<file path="src/rtl/pcc_regs.svh">
/*
 * Register offsets, field positions, reset values and timing figures of the loop clock controller.
 * Assumes byte addresses on the low twelve bits of the bus address.
 */
`ifndef PCC_REGS_SVH
`define PCC_REGS_SVH
// Register byte offsets.
`define PCC_A_CSR 12'h0100
`define PCC_A_MULT 12'h0110
`define PCC_A_PRE 12'h0114
`define PCC_A_DIV1 12'h0118
`define PCC_A_DIV2 12'h011C
`define PCC_A_DIV3 12'h0120
`define PCC_A_CMD 12'h0138
`define PCC_A_STAT 12'h013C
`define PCC_A_ALN 12'h0140
// Field positions.
`define PCC_B_EN 0
`define PCC_B_RST 3
`define PCC_B_LOCK 6
`define PCC_B_GO 0
// Reset values and limits.
`define PCC_MULT_RST 5'h0D
`define PCC_MULT_MIN 5'h04
`define PCC_MULT_MAX 5'h19
`define PCC_DIV1_RST 5'h00
`define PCC_DIV2_RST 5'h01
`define PCC_DIV3_RST 5'h02
`define PCC_PRE_RST 5'h00
`define PCC_ALN_RST 3'h0
`define PCC_ALN_ALL 3'h7
// Timing.
`define PCC_CLK_NS 50
`define PCC_LOCK_NS 187500
`define PCC_LOCK_CYC ((`PCC_LOCK_NS + `PCC_CLK_NS - 1) / `PCC_CLK_NS)
`endif

</file>
<file path="src/rtl/pcc_pkg.sv">
/*
 * Shared types of the loop clock controller.
 * Assumes nothing beyond a SystemVerilog compiler.
 */
package pcc_pkg;
   typedef logic [4:0] pcc_ratio_t;
   typedef logic [31:0] pcc_word_t;
endpackage : pcc_pkg

</file>
<file path="src/rtl/pcc_div.sv">
/*
 * One programmable post-divider producing a one-cycle pulse per divided clock edge.
 * Assumes tick and restart come from logic on the same clock.
 */
`timescale 1ns/1ns
module pcc_div #(
   parameter int RW = 5
) (
   // Clock, reset and freeze.
   input wire logic clk,
   input wire logic rst_n,
   input wire logic ce,
   // Source edge, realignment and ratio (divide by ratio plus one).
   input wire logic tick,
   input wire logic restart,
   input wire logic [RW-1:0] ratio,
   // Divided edge.
   output logic pulse_q
);
   logic [RW-1:0] cnt_q;
   logic [RW-1:0] cnt_d;
   logic wrap;

   if (RW < 1) begin : g_chk
      $error("pcc_div needs a ratio at least one bit wide.");
   end

   // A restart puts an edge out at once so that realigned dividers share it.
   // Wrapping at or above the ratio keeps an unaligned divider from running
   // through the whole counter range when its ratio shrinks under the count.
   assign wrap = tick & (cnt_q >= ratio);
   assign cnt_d = restart ? '0 : (wrap ? '0 : (tick ? cnt_q + 1'b1 : cnt_q));

   // Counter and edge flop.
   always_ff @(posedge clk or negedge rst_n) begin
      if (!rst_n) begin
         cnt_q <= '0;
         pulse_q <= 1'b0;
      end else if (ce) begin
         cnt_q <= cnt_d;
         pulse_q <= restart | wrap;
      end
   end
endmodule : pcc_div

</file>
<file path="src/rtl/pcc_top.sv">
/*
 * Loop clock controller: APB registers, reference combination, lock timer and three
 * phase-alignable post-dividers whose outputs are edge pulses on pclk.
 * Assumes pclk stands in for the loop output while the loop is enabled, and that the
 * reference pins are asynchronous to pclk.
 */
// Chosen here: the APB register port and the address map.
`timescale 1ns/1ns
`include "pcc_regs.svh"

// Notes on behaviour
// Loop disabled after reset; system clocks bypassed.
// Software programs ranges before enabling loop.
// Software holds loop reset at least 125 ns.
// Software waits lock time before enabling loop.
// Pre-divided reference kept within 12-50 MHz.
// Multiplier resets to 13; only 4..25 accepted.
// Loop output kept within 140-600 MHz.
// Post-dividers reset to divide by 1, 2, 3.
// Second clock is half, third or quarter.
// Software sets all three alignment bits.
// Post-divider values apply only on go command.
// Software resets peripheral bridge after divider changes.
// Several output clocks, each own divider.
// Reference is oscillator OR external pin.
// Alignment and command registers are bus-mapped.
// Go loads dividers together on shared edge.
module pcc_top (
   // Clock, reset and freeze.
   input wire logic pclk,
   input wire logic presetn,
   input wire logic ce,
   // APB slave.
   input wire logic psel,
   input wire logic penable,
   input wire logic pwrite,
   input wire logic [11:0] paddr,
   input wire logic [31:0] pwdata,
   output logic [31:0] prdata,
   output logic pready,
   output logic pslverr,
   // Reference pins.
   input wire logic oscillator_input_pin,
   input wire logic external_clock_pin,
   // Divided system clock edges and lock state.
   output logic system_clock_first,
   output logic system_clock_second,
   output logic system_clock_third,
   output logic loop_locked
);
   localparam int LOCK_CYC = `PCC_LOCK_CYC;

   logic osc_s1_q, osc_s2_q, ext_s1_q, ext_s2_q;
   logic ref_q, ref_prev_q;
   logic loop_enable_bit_q, loop_reset_bit_q;
   pcc_pkg::pcc_ratio_t multiplier_field_q, pre_divider_q;
   pcc_pkg::pcc_ratio_t pend_q [3];
   pcc_pkg::pcc_ratio_t act_q [3];
   logic [2:0] alignment_control_q;
   logic go_pend_q;
   logic [11:0] lock_cnt_q;
   logic [2:0] pulse;
   logic csr_touched_q, go_seen_q;
   pcc_pkg::pcc_word_t rdata;
   logic setup, access, hit, wr;
   logic wr_csr, wr_mult, wr_pre, wr_cmd, wr_aln;
   logic [2:0] wr_div;
   logic mult_ok, src_tick, ref_rise, load, relock, locked;

   // Bus phase decode; every register answers one cycle after setup.
   assign setup = psel & ~penable;
   assign access = psel & penable & pready;
   assign hit = (paddr == `PCC_A_CSR) | (paddr == `PCC_A_MULT) | (paddr == `PCC_A_PRE)
              | (paddr == `PCC_A_DIV1) | (paddr == `PCC_A_DIV2) | (paddr == `PCC_A_DIV3)
              | (paddr == `PCC_A_CMD) | (paddr == `PCC_A_STAT) | (paddr == `PCC_A_ALN);
   assign wr = access & pwrite & hit;
   assign wr_csr = wr & (paddr == `PCC_A_CSR);
   assign wr_mult = wr & (paddr == `PCC_A_MULT);
   assign wr_pre = wr & (paddr == `PCC_A_PRE);
   assign wr_div[0] = wr & (paddr == `PCC_A_DIV1);
   assign wr_div[1] = wr & (paddr == `PCC_A_DIV2);
   assign wr_div[2] = wr & (paddr == `PCC_A_DIV3);
   assign wr_cmd = wr & (paddr == `PCC_A_CMD) & pwdata[`PCC_B_GO];
   assign wr_aln = wr & (paddr == `PCC_A_ALN);

   // Out-of-range factors are dropped so the loop never sees an illegal multiplier.
   assign mult_ok = (pwdata[4:0] >= `PCC_MULT_MIN) && (pwdata[4:0] <= `PCC_MULT_MAX);

   // Read mux; unused bits read as zero.
   always_comb begin
      rdata = '0;
      unique case (paddr)
         `PCC_A_CSR: begin
            rdata[`PCC_B_EN] = loop_enable_bit_q;
            rdata[`PCC_B_RST] = loop_reset_bit_q;
            rdata[`PCC_B_LOCK] = locked;
         end
         `PCC_A_MULT: rdata[4:0] = multiplier_field_q;
         `PCC_A_PRE: rdata[4:0] = pre_divider_q;
         `PCC_A_DIV1: rdata[4:0] = pend_q[0];
         `PCC_A_DIV2: rdata[4:0] = pend_q[1];
         `PCC_A_DIV3: rdata[4:0] = pend_q[2];
         `PCC_A_STAT: rdata[`PCC_B_GO] = go_pend_q;
         `PCC_A_ALN: rdata[2:0] = alignment_control_q;
         default: rdata = '0;
      endcase
   end

   // APB answer flops; an unmapped address answers with an error.
   always_ff @(posedge pclk or negedge presetn) begin
      if (!presetn) begin
         pready <= 1'b0;
         pslverr <= 1'b0;
         prdata <= '0;
      end else if (ce) begin
         pready <= setup ? 1'b1 : (access ? 1'b0 : pready);
         pslverr <= setup ? ~hit : (access ? 1'b0 : pslverr);
         if (setup && !pwrite) begin
            prdata <= rdata;
         end
      end
   end

   // Pin synchronisers; the combined reference only looks at the second stage.
   always_ff @(posedge pclk or negedge presetn) begin
      if (!presetn) begin
         osc_s1_q <= 1'b0;
         osc_s2_q <= 1'b0;
         ext_s1_q <= 1'b0;
         ext_s2_q <= 1'b0;
         ref_q <= 1'b0;
         ref_prev_q <= 1'b0;
      end else if (ce) begin
         osc_s1_q <= oscillator_input_pin;
         osc_s2_q <= osc_s1_q;
         ext_s1_q <= external_clock_pin;
         ext_s2_q <= ext_s1_q;
         ref_q <= osc_s2_q | ext_s2_q;
         ref_prev_q <= ref_q;
      end
   end

   // Bypass counts reference edges; a running, released loop ticks every cycle.
   assign ref_rise = ref_q & ~ref_prev_q;
   assign src_tick = (loop_enable_bit_q & ~loop_reset_bit_q) | ref_rise;
   assign load = ce & go_pend_q & src_tick;

   // Control registers; the loop starts disabled and held in reset.
   always_ff @(posedge pclk or negedge presetn) begin
      if (!presetn) begin
         loop_enable_bit_q <= 1'b0;
         loop_reset_bit_q <= 1'b1;
         multiplier_field_q <= `PCC_MULT_RST;
         pre_divider_q <= `PCC_PRE_RST;
         alignment_control_q <= `PCC_ALN_RST;
         csr_touched_q <= 1'b0;
      end else if (ce) begin
         if (wr_csr) begin
            loop_enable_bit_q <= pwdata[`PCC_B_EN];
            loop_reset_bit_q <= pwdata[`PCC_B_RST];
            csr_touched_q <= 1'b1;
         end
         if (wr_mult && mult_ok) begin
            multiplier_field_q <= pwdata[4:0];
         end
         if (wr_pre) begin
            pre_divider_q <= pwdata[4:0];
         end
         if (wr_aln) begin
            alignment_control_q <= pwdata[2:0];
         end
      end
   end

   // Lock timer restarts on any change to the loop inputs or while reset is held.
   assign relock = wr_mult | wr_pre | loop_reset_bit_q;
   assign locked = (lock_cnt_q == 12'(LOCK_CYC));
   always_ff @(posedge pclk or negedge presetn) begin
      if (!presetn) begin
         lock_cnt_q <= '0;
         loop_locked <= 1'b0;
      end else if (ce) begin
         lock_cnt_q <= relock ? '0 : (locked ? lock_cnt_q : lock_cnt_q + 12'h0001);
         loop_locked <= locked & ~relock;
      end
   end

   // Go command: a new request wins over the load that clears the old one.
   always_ff @(posedge pclk or negedge presetn) begin
      if (!presetn) begin
         go_pend_q <= 1'b0;
         go_seen_q <= 1'b0;
      end else if (ce) begin
         go_pend_q <= wr_cmd | (go_pend_q & ~src_tick);
         go_seen_q <= go_seen_q | load;
      end
   end

   // Pending and active divider ratios; writes only stage, a go load applies all three.
   always_ff @(posedge pclk or negedge presetn) begin
      if (!presetn) begin
         pend_q[0] <= `PCC_DIV1_RST;
         pend_q[1] <= `PCC_DIV2_RST;
         pend_q[2] <= `PCC_DIV3_RST;
         act_q[0] <= `PCC_DIV1_RST;
         act_q[1] <= `PCC_DIV2_RST;
         act_q[2] <= `PCC_DIV3_RST;
      end else if (ce) begin
         for (int i = 0; i < 3; i++) begin
            if (wr_div[i]) begin
               pend_q[i] <= pwdata[4:0];
            end
            if (load) begin
               act_q[i] <= pend_q[i];
            end
         end
      end
   end

   // Three dividers; aligned ones restart together so they share an edge.
   for (genvar g = 0; g < 3; g++) begin : g_div
      pcc_div #(.RW(5)) u_div (
         .clk(pclk),
         .rst_n(presetn),
         .ce(ce),
         .tick(src_tick),
         .restart(load & alignment_control_q[g]),
         .ratio(act_q[g]),
         .pulse_q(pulse[g])
      );
   end
   assign system_clock_first = pulse[0];
   assign system_clock_second = pulse[1];
   assign system_clock_third = pulse[2];
endmodule : pcc_top

</file>
<file path="config.mk">
export PLATFORM = sky130hd
export DESIGN_NAME = pcc_top
export DESIGN_NICKNAME = d
export VERILOG_FILES = /design/src/rtl/pcc_pkg.sv /design/src/rtl/pcc_div.sv /design/src/rtl/pcc_top.sv
export VERILOG_INCLUDE_DIRS = /design/src /design/src/rtl
export SDC_FILE = /design/constraint.sdc
export NUM_CORES = 1
export LEC_CHECK = 0
export BUFFER_PORTS_ARGS = -buffer_cell sky130_fd_sc_hd__buf_2
export CAP_MARGIN = 20
export CORE_MARGIN = 2
export CORE_UTILIZATION = 50
export CTS_CLUSTER_DIAMETER = 150
export DETAILED_ROUTE_END_ITERATION = 8
export PLACE_DENSITY = 0.73
export REMOVE_ABC_BUFFERS = 1
export SLEW_MARGIN = 25
export SYNTH_ARGS = -nofsm -noshare
export SYNTH_HDL_FRONTEND = slang
export SYNTH_SLANG_ARGS = --single-unit
</file>
<file path="constraint.sdc">
create_clock -name pclk -period 4.8 [get_ports pclk]
set_input_delay 0.48 -clock pclk [delete_from_list [all_inputs] [get_ports pclk]]
set_output_delay 0.48 -clock pclk [all_outputs]
set_load 0.03 [all_outputs]
</file>
# Word level (Yosys, flattened, before mapping)
# Index checks and enable logic that the tools add are counted.
[word_totals]
register_bits = 91
input_bits = 52
out_inout_bits = 38
word_cells = 138
[classes]
add_sub_neg = 4
order_cmp = 5
n_eq_ne = 11
muxes = 19
bitwise_logic = 48
reduce_logical = 22
[ops]
columns = ["op", "n"]
rows = [
  ["12-bit by 9-bit equality test with 1-bit output, second input constant", 9],
  ["5-bit 2-to-1 mux", 9],
  ["2-bit AND reduction", 14],
  ["1-bit bitwise AND", 26],
  ["12-bit 2-to-1 mux", 2],
  ["1-bit OR", 16],
  ["5-bit by 1-bit adder with 5-bit output, second input constant", 3],
  ["5-bit greater-or-equal comparator", 3],
  ["12-bit by 1-bit adder with 12-bit output, second input constant", 1],
  ["12-bit equality test, second input constant", 1],
  ["2-bit case mux with 6 select lines", 1],
  ["3-bit nonzero test", 3],
  ["1-bit case mux with 8 select lines", 1],
  ["1-bit inverter", 6],
  ["1-bit case mux with 6 select lines", 1],
  ["5-bit by 3-bit greater-or-equal comparator with 1-bit output, second input constant", 1],
  ["5-bit <= comparator, second input constant", 1],
  ["1-bit case mux with 5 select lines", 1],
  ["1-bit 2-to-1 mux", 4],
  ["1-bit logical AND", 3],
  ["2-bit != test, second input constant", 1],
  ["2-bit nonzero test", 1],
  ["1-bit zero test", 1],
]

# Logic depth before layout (Yosys ltp)
# Gate-level depths: netlist (run 1).
[logic_depth]
word_depth = 15
ltp_mapped = 7
mapped_depth_nobuf = 7

# Hierarchy
# A second synthesis (run 1) with hierarchy kept.
[unflattened]
cells_unflattened = 470
area_unflattened_um2 = 5034.8
[modules_own_cells]
columns = ["module", "n_inst", "cells_each", "area_each_um2"]
rows = [
  ["pcc_top", 1, 314, 3691.0],
  ["pcc_div", 3, 52, 447.9],
]

# Worst setup path after synthesis (run 1)
# No wires, ideal clock.
[synth_timing]
path_kind = "input-to-reg"
start = "input paddr[9]"
end = "register loop_locked"
setup_ns = 0.125
arrival_ns = 2.242
setup_slack_ns = 2.433
stages = 6
path_buffers = 1
path_cell_list = "or4b_4 > or3_1 > buf_6 > o41ai_4 > nor2_1 > mux2_4"
[synth_via]
elab_chain_len = 15
elab_cells_between_ends = 24
cone_classes = "9 x eq/ne; 15 x bitwise"
[synth_lines]
columns = ["element", "line_no", "text"]
rows = [
  ["from (decl)", "pcc_top.sv:37", "input wire logic [11:0] paddr,"],
  ["12-bit by 9-bit equality test with 1-bit output", "--", ""],
  ["1-bit OR (8 in series)", "pcc_top.sv:73", "assign hit = (paddr == `PCC_A_CSR) | (paddr == `PCC_A_MULT) | (paddr == `PCC_A_PRE)"],
  ["1-bit bitwise AND", "pcc_top.sv:76", "assign wr = access & pwrite & hit;"],
  ["1-bit bitwise AND, on equally long branches", "pcc_top.sv:78, pcc_top.sv:79", ""],
  ["1-bit OR (*) (2 in series)", "pcc_top.sv:176", "assign relock = wr_mult | wr_pre | loop_reset_bit_q;"],
  ["1-bit inverter (*)", "pcc_top.sv:184", "loop_locked <= locked & ~relock;"],
  ["1-bit bitwise AND (*)", "pcc_top.sv:184", ""],
  ["to (signal assigned)", "pcc_top.sv:184", ""],
  ["to (decl)", "pcc_top.sv:49", "output logic loop_locked"],
]
# Mark *: on every way between the ends. The rest lies on a longest branch, timed or not.
# A chain may end at the register's enable or synchronous reset.

# Worst setup path after layout (run 1)
[layout_timing]
start = "input paddr[9]"
end = "register lock_cnt_q[0]"
[layout_via]
elab_chain_len = 15
elab_cells_between_ends = 25
cone_classes = "10 x eq/ne; 1 x mux; 13 x bitwise; 1 x reduce/logical"
[layout_lines]
columns = ["element", "line_no", "text"]
rows = [
  ["12-bit by 9-bit equality test with 1-bit output", "--", ""],
  ["1-bit OR (8 in series)", "pcc_top.sv:73", ""],
  ["1-bit bitwise AND", "pcc_top.sv:76", ""],
  ["1-bit bitwise AND, on equally long branches", "pcc_top.sv:78, pcc_top.sv:79", ""],
  ["1-bit OR (*) (2 in series)", "pcc_top.sv:176", ""],
  ["2-bit != test (no line)", "--", ""],
  ["2-bit AND reduction (no line)", "--", ""],
  ["to (signal assigned)", "pcc_top.sv:183", "lock_cnt_q <= relock ? '0 : (locked ? lock_cnt_q : lock_cnt_q + 12'h0001);"],
  ["to (decl)", "pcc_top.sv:61", "logic [11:0] lock_cnt_q;"],
]
# Marked as above.

==> flow_summary.yaml, run 1 <==
global_route:
  antenna_found_initial: 0
  grt_pass1_vias: 3382
  grt.total_usage_pct: 20.2
  grt_overflow_total: 0
  grt_pass1_wl_mm: 16.6
  grt_max_degree: 66
status:
  status: "complete, no violations"
detailed_routing:
  wl_mm: 9.82
  routed_via_density: 5.50
  vias: 3572
  routedWlPerCell_um: 15.1
  drt_iter0_drc: 236
  first_pass_iters: 5
  drcViolationCount: 0
  drt.antenna.violating_nets: 0
timing:
  hold_violations: 0
  worst_pin_slew_ps: 793
  fmax_ghz: 0.405
  period_needed_ps: 2470
  slew_violations: 0
  maxSlewHeadroom_pct: 47.2
  rsz0062_at_grt: "no"
  setup_violations: 0
  skew_ps: 11.7
  period_share_pct: 51.4
  tns_ps: 0
clock_tree:
  post_cts_buffers: 0
  clk_pin_slew_ps: 90
  clock_sinks: 91
  cts_root_buffer: "clkbuf_8"
  htree_num_levels: 3
  cts_tree: "yes"
  cts.path.max_buffers: 2
  cts_resized: 0
  cts_made_buffers: 9
  ctsHoldBuffers: 0
  clkLatencyLatePin_ps: 370
die:
  io_pins: 90
  core.rowCount: 36
  initial_utilization_pct: 51.0
  core_mm2: 0.00964
  die_area_mm2: 0.0106
  die_x_um: 103
  die_h_um: 103
critical_path:
  crit_fanout: 10
  reg2regPathDepth: 5
  regToRegSetupSlack_ps: 2680
  worstSetupEndpointType: "register"
  required_ps: 5020
  crit_arrival_ps: 2690
  r2r-start: "pready"
  worstSetupStartpoint: "paddr[9]"
  criticalPathCategory: "input port to register"
  cp-start-kind: "input port"
  r2r-end: "lock_cnt_q[0]"
yosys:
  avgSynthCellArea_um2: 10.3
  synth_flop_cell: "dfrtp_1"
  yosys-top-cells-area: "dfrtp_1, mux2_2, ha_1"
  yosysMostFrequentCell: "dfrtp_1"
  synth.yosys.seq_area_share_pct: 46.5
  yosysWarnings: 0
  synth_cells: 476
  async_flop_share_pct: 100
  synth_edf_count: 0
  synth_top_cell_area_share_pct: 42.2
  synth_top_cells_by_count: "dfrtp_1, nand2_1, mux2_2"
  syn_area_mm2: 0.00492
  ys_types: 58
  ys_ff_latch: 91
  synth_top_area_cell: "dfrtp_1"
finish:
  fin_area_mm2: 0.00535
  nFillCells: 832
  area_growth_syn_to_layout_pct: 8.73
  diodes: 0
  multi_input_area_mm2: 0.00239
  drive_above_1_share_pct: 22.1
  seq_area_mm2: 0.00229
  utilization_pct: 55.5
  fin_nets: 583
min_path:
  hold_class: "input port to async pin"
power_and_ir_drop:
  peakVddDrop_mv: 0.235
  leakage_nw: 2.50
  pwr_density_cell_mw_per_mm2: 343
placed_design:
  place_congestion: 0.883
  port_buffers: 36
  placedInstanceArea_mm2: 0.00513
  dp_hpwl_mm: 7.02
job:
  maxCapViolations: 0
-- power breakdown --
| part | total [mW] | internal, mW | switching [mW] |
|---|---|---|---|
| registers | 0.900 | 0.831 | 0.0693 |
| clock network | 0.579 | 0.308 | 0.271 |
| logic | 0.352 | 0.149 | 0.204 |
| total | 1.83 | 1.29 | 0.544 |
-- layout make-up --
cell class	count	share of cell area, %
multi-input cells	349	44.7
flip-flops and latches	91	42.8
repair buffers	39	3.84
well taps	133	3.11
clock buffers	12	2.71
inverters	21	1.47
clock inverters	4	1.38
-- worst max-delay path by stage --
stage	end	slack [ps]	cells past startpoint
floorplan	loop_locked	2410	5
global placement	lock_cnt_q[0]	2000	6
detailed placement	lock_cnt_q[0]	1980	6
CTS	lock_cnt_q[0]	2370	6
global route	lock_cnt_q[0]	2180	6
finish	lock_cnt_q[0]	2330	6
-- worst max-delay path, stage by stage --
cell and delay [ps]:
buf_2 90, or4b_4 540, nor3_1 390, nand2_1 310
o21ai_1 680, o21ai_0 190
-- cell families after synthesis --
group	Yosys count	share of synthesized area (%)
DFF	91	46.5
xor gates and xnor gates	6	1.07
AOI/OAI and AO/OA	96	13.1
buffers and inverters	61	6.79
and+or+nand+nor	150	15.9
muxes	51	11.5
other	1	0.0762
adders and majority gates	20	5.09
-- sequential cells by signal (all words and copies together) (netlist names) --
signal / cells
lock_cnt_q: 12
g_div.u_div.cnt_q: 15
multiplier_field_q: 5
ext_s2_q: 1
ext_s1_q: 1
osc_s1_q: 1
prdata: 6
ref_q: 1
loop_enable_bit_q: 1
alignment_control_q: 3
pre_divider_q: 5
ref_prev_q: 1
go_pend_q: 1
pready: 1
pend_q: 15
pslverr: 1
loop_reset_bit_q: 1
osc_s2_q: 1
act_q: 15
g_div.u_div.pulse_q: 3
loop_locked: 1
-- stage by stage --
stage	std cells	setup slack (ps)	total power, mW	hold WS [ps]
2_1_floorplan	461	2410	1.16	184
3_3_place_gp	633	2000	1.25	411
3_5_place_dp	633	1980	1.27	413
4_1_cts	649	2370	1.84	10.2
5_1_grt	649	2180	1.93	17.1
6_report	649	2330	1.83	10.2
-- routing by layer --
metal  share of wire [%]  global-route usage, %  vias to the layer above
met1                  47                   28.1                     1698
met3                 5.0                   3.63                       18
li1                    -                      -                     1738
met2                  46                   31.1                      118
met5                   0                      0                        -
met4                 2.1                   8.91                        0
-- cells in the final DEF (no fill, tap or decap), drive strengths merged, types with 10 or more instances in the layout --
cell type  count
buf           39
ha            20
dfrtp         83
conb          26
a21oi         10
o21ai         38
nand3         17
mux2          42
inv           21
nor3          14
nor2          25
nand2         44
clkbuf        12
Power figures use the tool's default switching activity.
==> run 2: changes to the inputs <==
--- a/config.mk
+++ b/config.mk
@@ -6,13 +6,14 @@
 export SDC_FILE = /design/constraint.sdc
 export NUM_CORES = 1
 export LEC_CHECK = 0
+export ABC_AREA = 1
 export BUFFER_PORTS_ARGS = -buffer_cell sky130_fd_sc_hd__buf_2
 export CAP_MARGIN = 20
 export CORE_MARGIN = 2
 export CORE_UTILIZATION = 50
 export CTS_CLUSTER_DIAMETER = 150
 export DETAILED_ROUTE_END_ITERATION = 8
-export PLACE_DENSITY = 0.73
+export PLACE_DENSITY = 0.76
 export REMOVE_ABC_BUFFERS = 1
 export SLEW_MARGIN = 25
 export SYNTH_ARGS = -nofsm -noshare
==> constraint.sdc (replaced) <==
create_clock -name pclk -period 2.2 [get_ports pclk]
set_input_delay 0.22 -clock pclk [delete_from_list [all_inputs] [get_ports pclk]]
set_output_delay 0.22 -clock pclk [all_outputs]
set_load 0.03 [all_outputs]
==> flow_summary.yaml, run 2 <==
critical_path:
  crit_fanout: 4
  cp-start-kind: "register"
  worstSetupEndpointType: "register"
  crit_arrival_ps: 2060
  criticalPathCategory: "register to register"
  required_ps: 2490
min_path:
  hold_class: "input port to register"
global_route:
  grt_max_degree: 55
  antenna_found_initial: 0
  grt_overflow_total: 0
  grt.total_usage_pct: 20.9
  grt_pass1_wl_mm: 18.2
  grt_pass1_vias: 3854
die:
  die_area_mm2: 0.0107
  initial_utilization_pct: 51.2
  core.rowCount: 36
  die_h_um: 104
  core_mm2: 0.00968
  die_x_um: 104
  io_pins: 90
yosys:
  synth-simple-area-share_pct: 23.4
  synth_compound_area_share_pct: 11.5
  synth.yosys.seq_area_share_pct: 46.1
  synthAdderAreaFrac_pct: 5.05
  yosysWarnings: 0
  synth-xor-area-share_pct: 3.36
  synth_top_area_cell: "dfrtp_1"
  ys_types: 36
  synth.mux.area_fraction_pct: 0
  syn_area_mm2: 0.00496
  synth_top_cells_by_count: "nand2_1, dfrtp_1, inv_1"
  avgSynthCellArea_um2: 8.29
  synth_cells: 598
  synth_flop_cell: "dfrtp_1"
  ys_ff_latch: 91
  synth_edf_count: 0
  yosys-top-cells-area: "dfrtp_1, nand2_1, inv_1"
  async_flop_share_pct: 100
  synth_top_cell_area_share_pct: 41.9
  yosysMostFrequentCell: "nand2_1"
  synth_top_family_by_area: "simple AND/OR/NAND/NOR gates"
detailed_routing:
  routedWlPerCell_um: 13.5
  wl_mm: 10.6
  routed_via_density: 5.17
  drt.antenna.violating_nets: 0
  vias: 4064
  first_pass_iters: 5
  drt_iter0_drc: 281
  drcViolationCount: 0
timing:
  hold_violations: 0
  worst_pin_slew_ps: 513
  rsz0062_at_grt: "no"
  tns_ps: 0
  period_share_pct: 80.6
  slew_violations: 0
  maxSlewHeadroom_pct: 65.6
  period_needed_ps: 1770
  skew_ps: 10.6
  setup_violations: 0
  fmax_ghz: 0.564
clock_tree:
  clkLatencyLatePin_ps: 370
  cts_resized: 0
  post_cts_buffers: 0
  ctsHoldBuffers: 1
  cts_root_buffer: "clkbuf_8"
  htree_num_levels: 3
  cts_tree: "yes"
  clock_sinks: 91
  cts.path.max_buffers: 2
  cts_made_buffers: 9
  clk_pin_slew_ps: 90
finish:
  area_growth_syn_to_layout_pct: 11.0
  final_common_cell: "nand2_1"
  mostFrequentLayoutCells: "nand2_1, dfrtp_1, inv_1, nor2_1, buf_2"
  fin_nets: 720
  utilization_pct: 56.8
  layout.cells.non_filler: 786
  drive_above_1_share_pct: 14.9
  diodes: 0
  reg_top3: "act_q x15, g_div.u_div.cnt_q x15, pend_q x15"
  fin_area_mm2: 0.00550
status:
  status: "complete, no violations"
power_and_ir_drop:
  leakage_nw: 2.87
  peakVddDrop_mv: 0.524
  pwr_density_cell_mw_per_mm2: 830
placed_design:
  place_congestion: 0.874
  placedInstanceArea_mm2: 0.00527
  port_buffers: 36
  placed_cells_incl_taps: 769
  dp_hpwl_mm: 7.83
job:
  maxCapViolations: 0
## run 2: changes by cell type after synthesis, sizes merged, moves of 15 or more
cell,change
nand3,+15
mux2,-42
nor2,+21
a21oi,+17
nand2,+115
o21ai,+19
inv,+49
## run 2: final cells by class
cell class	instances	area [um^2]
clock buffers	10	138
well taps	133	166
multi-input cells	424	2250
flip-flops and latches	91	2290
repair buffers	51	310
fillers	868	4180
clock inverters	6	87.6
inverters	71	267
## run 2: path summary, 6_finish.rpt
check | to | startpoint | cells after the start | slack [ps]
max | g_div[1].u_div.cnt_q[1] | act_q[5] | 10 | 430
min | osc_s1_q | oscillator_input_pin | 3 | 40
max reg2reg | g_div[1].u_div.cnt_q[1] | act_q[5] | 10 | 430
min reg2reg | loop_reset_bit_q | loop_reset_bit_q | 2 | 480
max in group asynchronous | pend_q[1] | presetn | 3 | 1140
min in group asynchronous | g_div[1].u_div.cnt_q[4] | presetn | 2 | 370
## run 2: routing by layer
metal / vias up / GRT usage (%) / routed length (um)
met5: - / 0 / 0
met4: 0 / 8.98 / 205
met3: 17 / 3.84 / 489
met2: 113 / 33.9 / 5130
met1: 1945 / 27.8 / 4800
li1: 1989 / - / -
## run 2: power breakdown
group | switching, mW | leakage, nW | internal, mW
Sequential | 0.214 | 1.16 | 1.94
Clock | 0.611 | 0.117 | 0.673
Combinational | 0.706 | 1.58 | 0.426
## run 2: worst max-delay path: stages, from the launching register on
cell and delay [ps]:
dfstp_2 550, ha_1 220, inv_1 50, nand2_1 50, a21oi_1 130, o21bai_1 70
a21oi_1 140, o21bai_1 70, nand2_1 100, nand2_1 120, o21ai_0 190
## run 2: cells by family after synthesis
family | after synthesis
buffers and inverters | 108
xor gates and xnor gates | 19
and+or+nand+nor | 255
DFF | 91
AOI/OAI and AO/OA | 104
other | 1
adders and majority gates | 20
## run 2: per-stage QoR
step / power [mW] / worst slack (ps) / hold WS, ps
global route: 4.87 / 232 / 51.2
CTS: 4.59 / 416 / 39.4
global placement: 3.22 / 249 / 224
detailed placement: 3.30 / 200 / 228
floorplan: 2.95 / -86.0 / -75.6
finish: 4.57 / 427 / 43.0
==> run 3: changes to the inputs <==
==> constraint.sdc (replaced) <==
create_clock -name pclk -period 1.53 [get_ports pclk]
set_input_delay 0.153 -clock pclk [delete_from_list [all_inputs] [get_ports pclk]]
set_output_delay 0.153 -clock pclk [all_outputs]
set_load 0.03 [all_outputs]
==> flow_summary.yaml, run 3 (synthesized netlist as in run 2, its figures left out) <==
die:
  core.rowCount: 36
  die_area_mm2: 0.0107
  initial_utilization_pct: 51.2
  die_h_um: 104
  core_mm2: 0.00968
  io_pins: 90
  die_x_um: 104
timing:
  setup_violations: 22
  worst_slack_ps: -246
  tns_ps: -2800
  slew_violations: 0
  fmax_ghz: 0.563
  rsz0062_at_grt: "yes"
  hold_violations: 0
  period_share_pct: 116
  whs_ps: 58.6
  skew_ps: 12.3
  period_needed_ps: 1780
global_route:
  busiest_layer: "met2"
  antenna_found_initial: 0
  grtUsageMet2_pct: 39.9
  grt_max_degree: 45
  grt.total_usage_pct: 23.4
  grt_pass1_vias: 4354
  grt_overflow_total: 0
  grt_pass1_wl_mm: 20.5
  met1_usage_pct: 29.9
  use_met3_pct: 4.85
critical_path:
  required_ps: 1790
  regToRegSetupSlack_ps: -250
  worstSetupEndpointType: "register"
  crit_fanout: 2
  crit_arrival_ps: 2040
  worstSetupStartpoint: "act_q[1]"
  r2r-start: "act_q[1]"
  criticalPathCategory: "register to register"
  cp-start-kind: "register"
finish:
  reg_top3: "act_q x15, g_div.u_div.cnt_q x15, pend_q x15"
  seq_area_mm2: 0.00229
  final_common_cell: "nand2_1"
  utilization_pct: 65.4
  multi_input_area_mm2: 0.00259
  fin_nets: 780
  nFillCells: 800
  layout.cells.non_filler: 846
  drive_above_1_share_pct: 32.4
  diodes: 0
  mostFrequentLayoutCells: "nand2_1, dfrtp_1, buf_4, inv_1, buf_2"
  area_growth_syn_to_layout_pct: 27.7
power_and_ir_drop:
  pwr_density_cell_mw_per_mm2: 1140
  clockPowerShare_pct: 22.6
  p_sw_share_pct: 35.3
  power_frac_seq_pct: 42.7
  intPower_mw: 4.66
  peakVddDrop_mv: 0.595
  leakage_nw: 3.21
  p_sw_mw: 2.54
  power.share.combinational_pct: 34.6
min_path:
  min_from: "pwdata[2]"
  hold_class: "input port to register"
placed_design:
  place_congestion: 0.911
  port_buffers: 36
  dp_hpwl_mm: 8.59
  placed_cells_incl_taps: 808
  preCtsSetupSlack_ps: -326
clock_tree:
  htree_num_levels: 3
  clock_sinks: 91
  cts_tree: "yes"
  cts_root_buffer: "clkbuf_8"
  cts_made_buffers: 9
  clkLatencyLatePin_ps: 370
  cts.path.max_buffers: 2
  clk_pin_slew_ps: 90
detailed_routing:
  first_pass_iters: 5
  drcViolationCount: 0
  routed_via_density: 5.18
  drt.antenna.violating_nets: 0
  vias: 4379
  routedWlPerCell_um: 15.3
  wl_mm: 12.9
  drt_iter0_drc: 321
status:
  failed_checks: "setup timing"
  status: "finished with violations"
job:
  maxCapViolations: 0
-- run 3: cell count changes in the layout (fill, tap and decap cells not counted), moves of 8 or more --
cell and change:
inv_1 -10, buf_4 +49, nand2_1 -15, nand3_1 -14, nand2_2 +10, a21oi_2 +10, nand3_2 +12, o21ai_0 -8
inv_2 +9, a21oi_1 -10
-- run 3: worst max-delay path: stages, from the launching register on --
cell and delay, ps:
dfstp_2 540, inv_2 50, ha_4 250, a21oi_2 40
o21bai_1 120, a21oi_1 70, o21bai_1 220, nand2_2 130
buf_6 130, nand4_1 60, nand2_1 50
-- run 3: layout make-up --
cell class	instances	area share [%]
tap	133	2.63
clock buffer	10	2.02
inverter	71	4.27
timing repair inverter	1	0.119
clock inverter	6	1.05
sequential	91	36.2
timing repair buffer	110	12.7
multi-input combinational	424	40.9
-- run 3: power by group through the flow --
stage                     Sequential [mW]  Combinational [mW]  Clock [mW]
final                                3.08                2.49        1.63
after global routing                 3.12                2.77        1.75
after CTS                            3.03                2.12        1.65
after detailed placement             3.07                1.95           0
after global placement               3.05                1.85           0
after floorplan                      3.16                1.07           0
-- run 3: path summary, 6_finish.rpt --
| check | end | cells after the start |
|---|---|---|
| worst max-delay path | g_div[2].u_div.cnt_q[0] | 10 |
| worst min-delay path | pre_divider_q[2] | 3 |
| worst max register to register | g_div[2].u_div.cnt_q[0] | 10 |
| worst min register to register | ext_s2_q | 2 |
| max in group asynchronous | lock_cnt_q[6] | 3 |
| min in group asynchronous | act_q[2] | 2 |
-- run 3: timing repair --
action / CTS / global route
pin swaps: 8 / 38
endpoints found under the hold margin: 25 / 0
setup buffers: 6 / 11
hold buffers: 3 / 0
cloned: 1 / 1
gates resized for setup: 32 / 74
setup endpoints to repair: 39 / 57
-- run 3: metal layers --
metal  vias up  part of all wire (%)
met2       163                    51
met1      2079                    41
met5         -                     0
met3        26                   6.3
li1       2111                     -
met4         0                   2.1
-- run 3: per-stage QoR --
step,power [mW],instance area [um^2]
CTS,6.80,5960
global route,7.65,6330
finish,7.20,6330
floorplan,4.24,4800
global placement,4.89,5570
detailed placement,5.02,5570
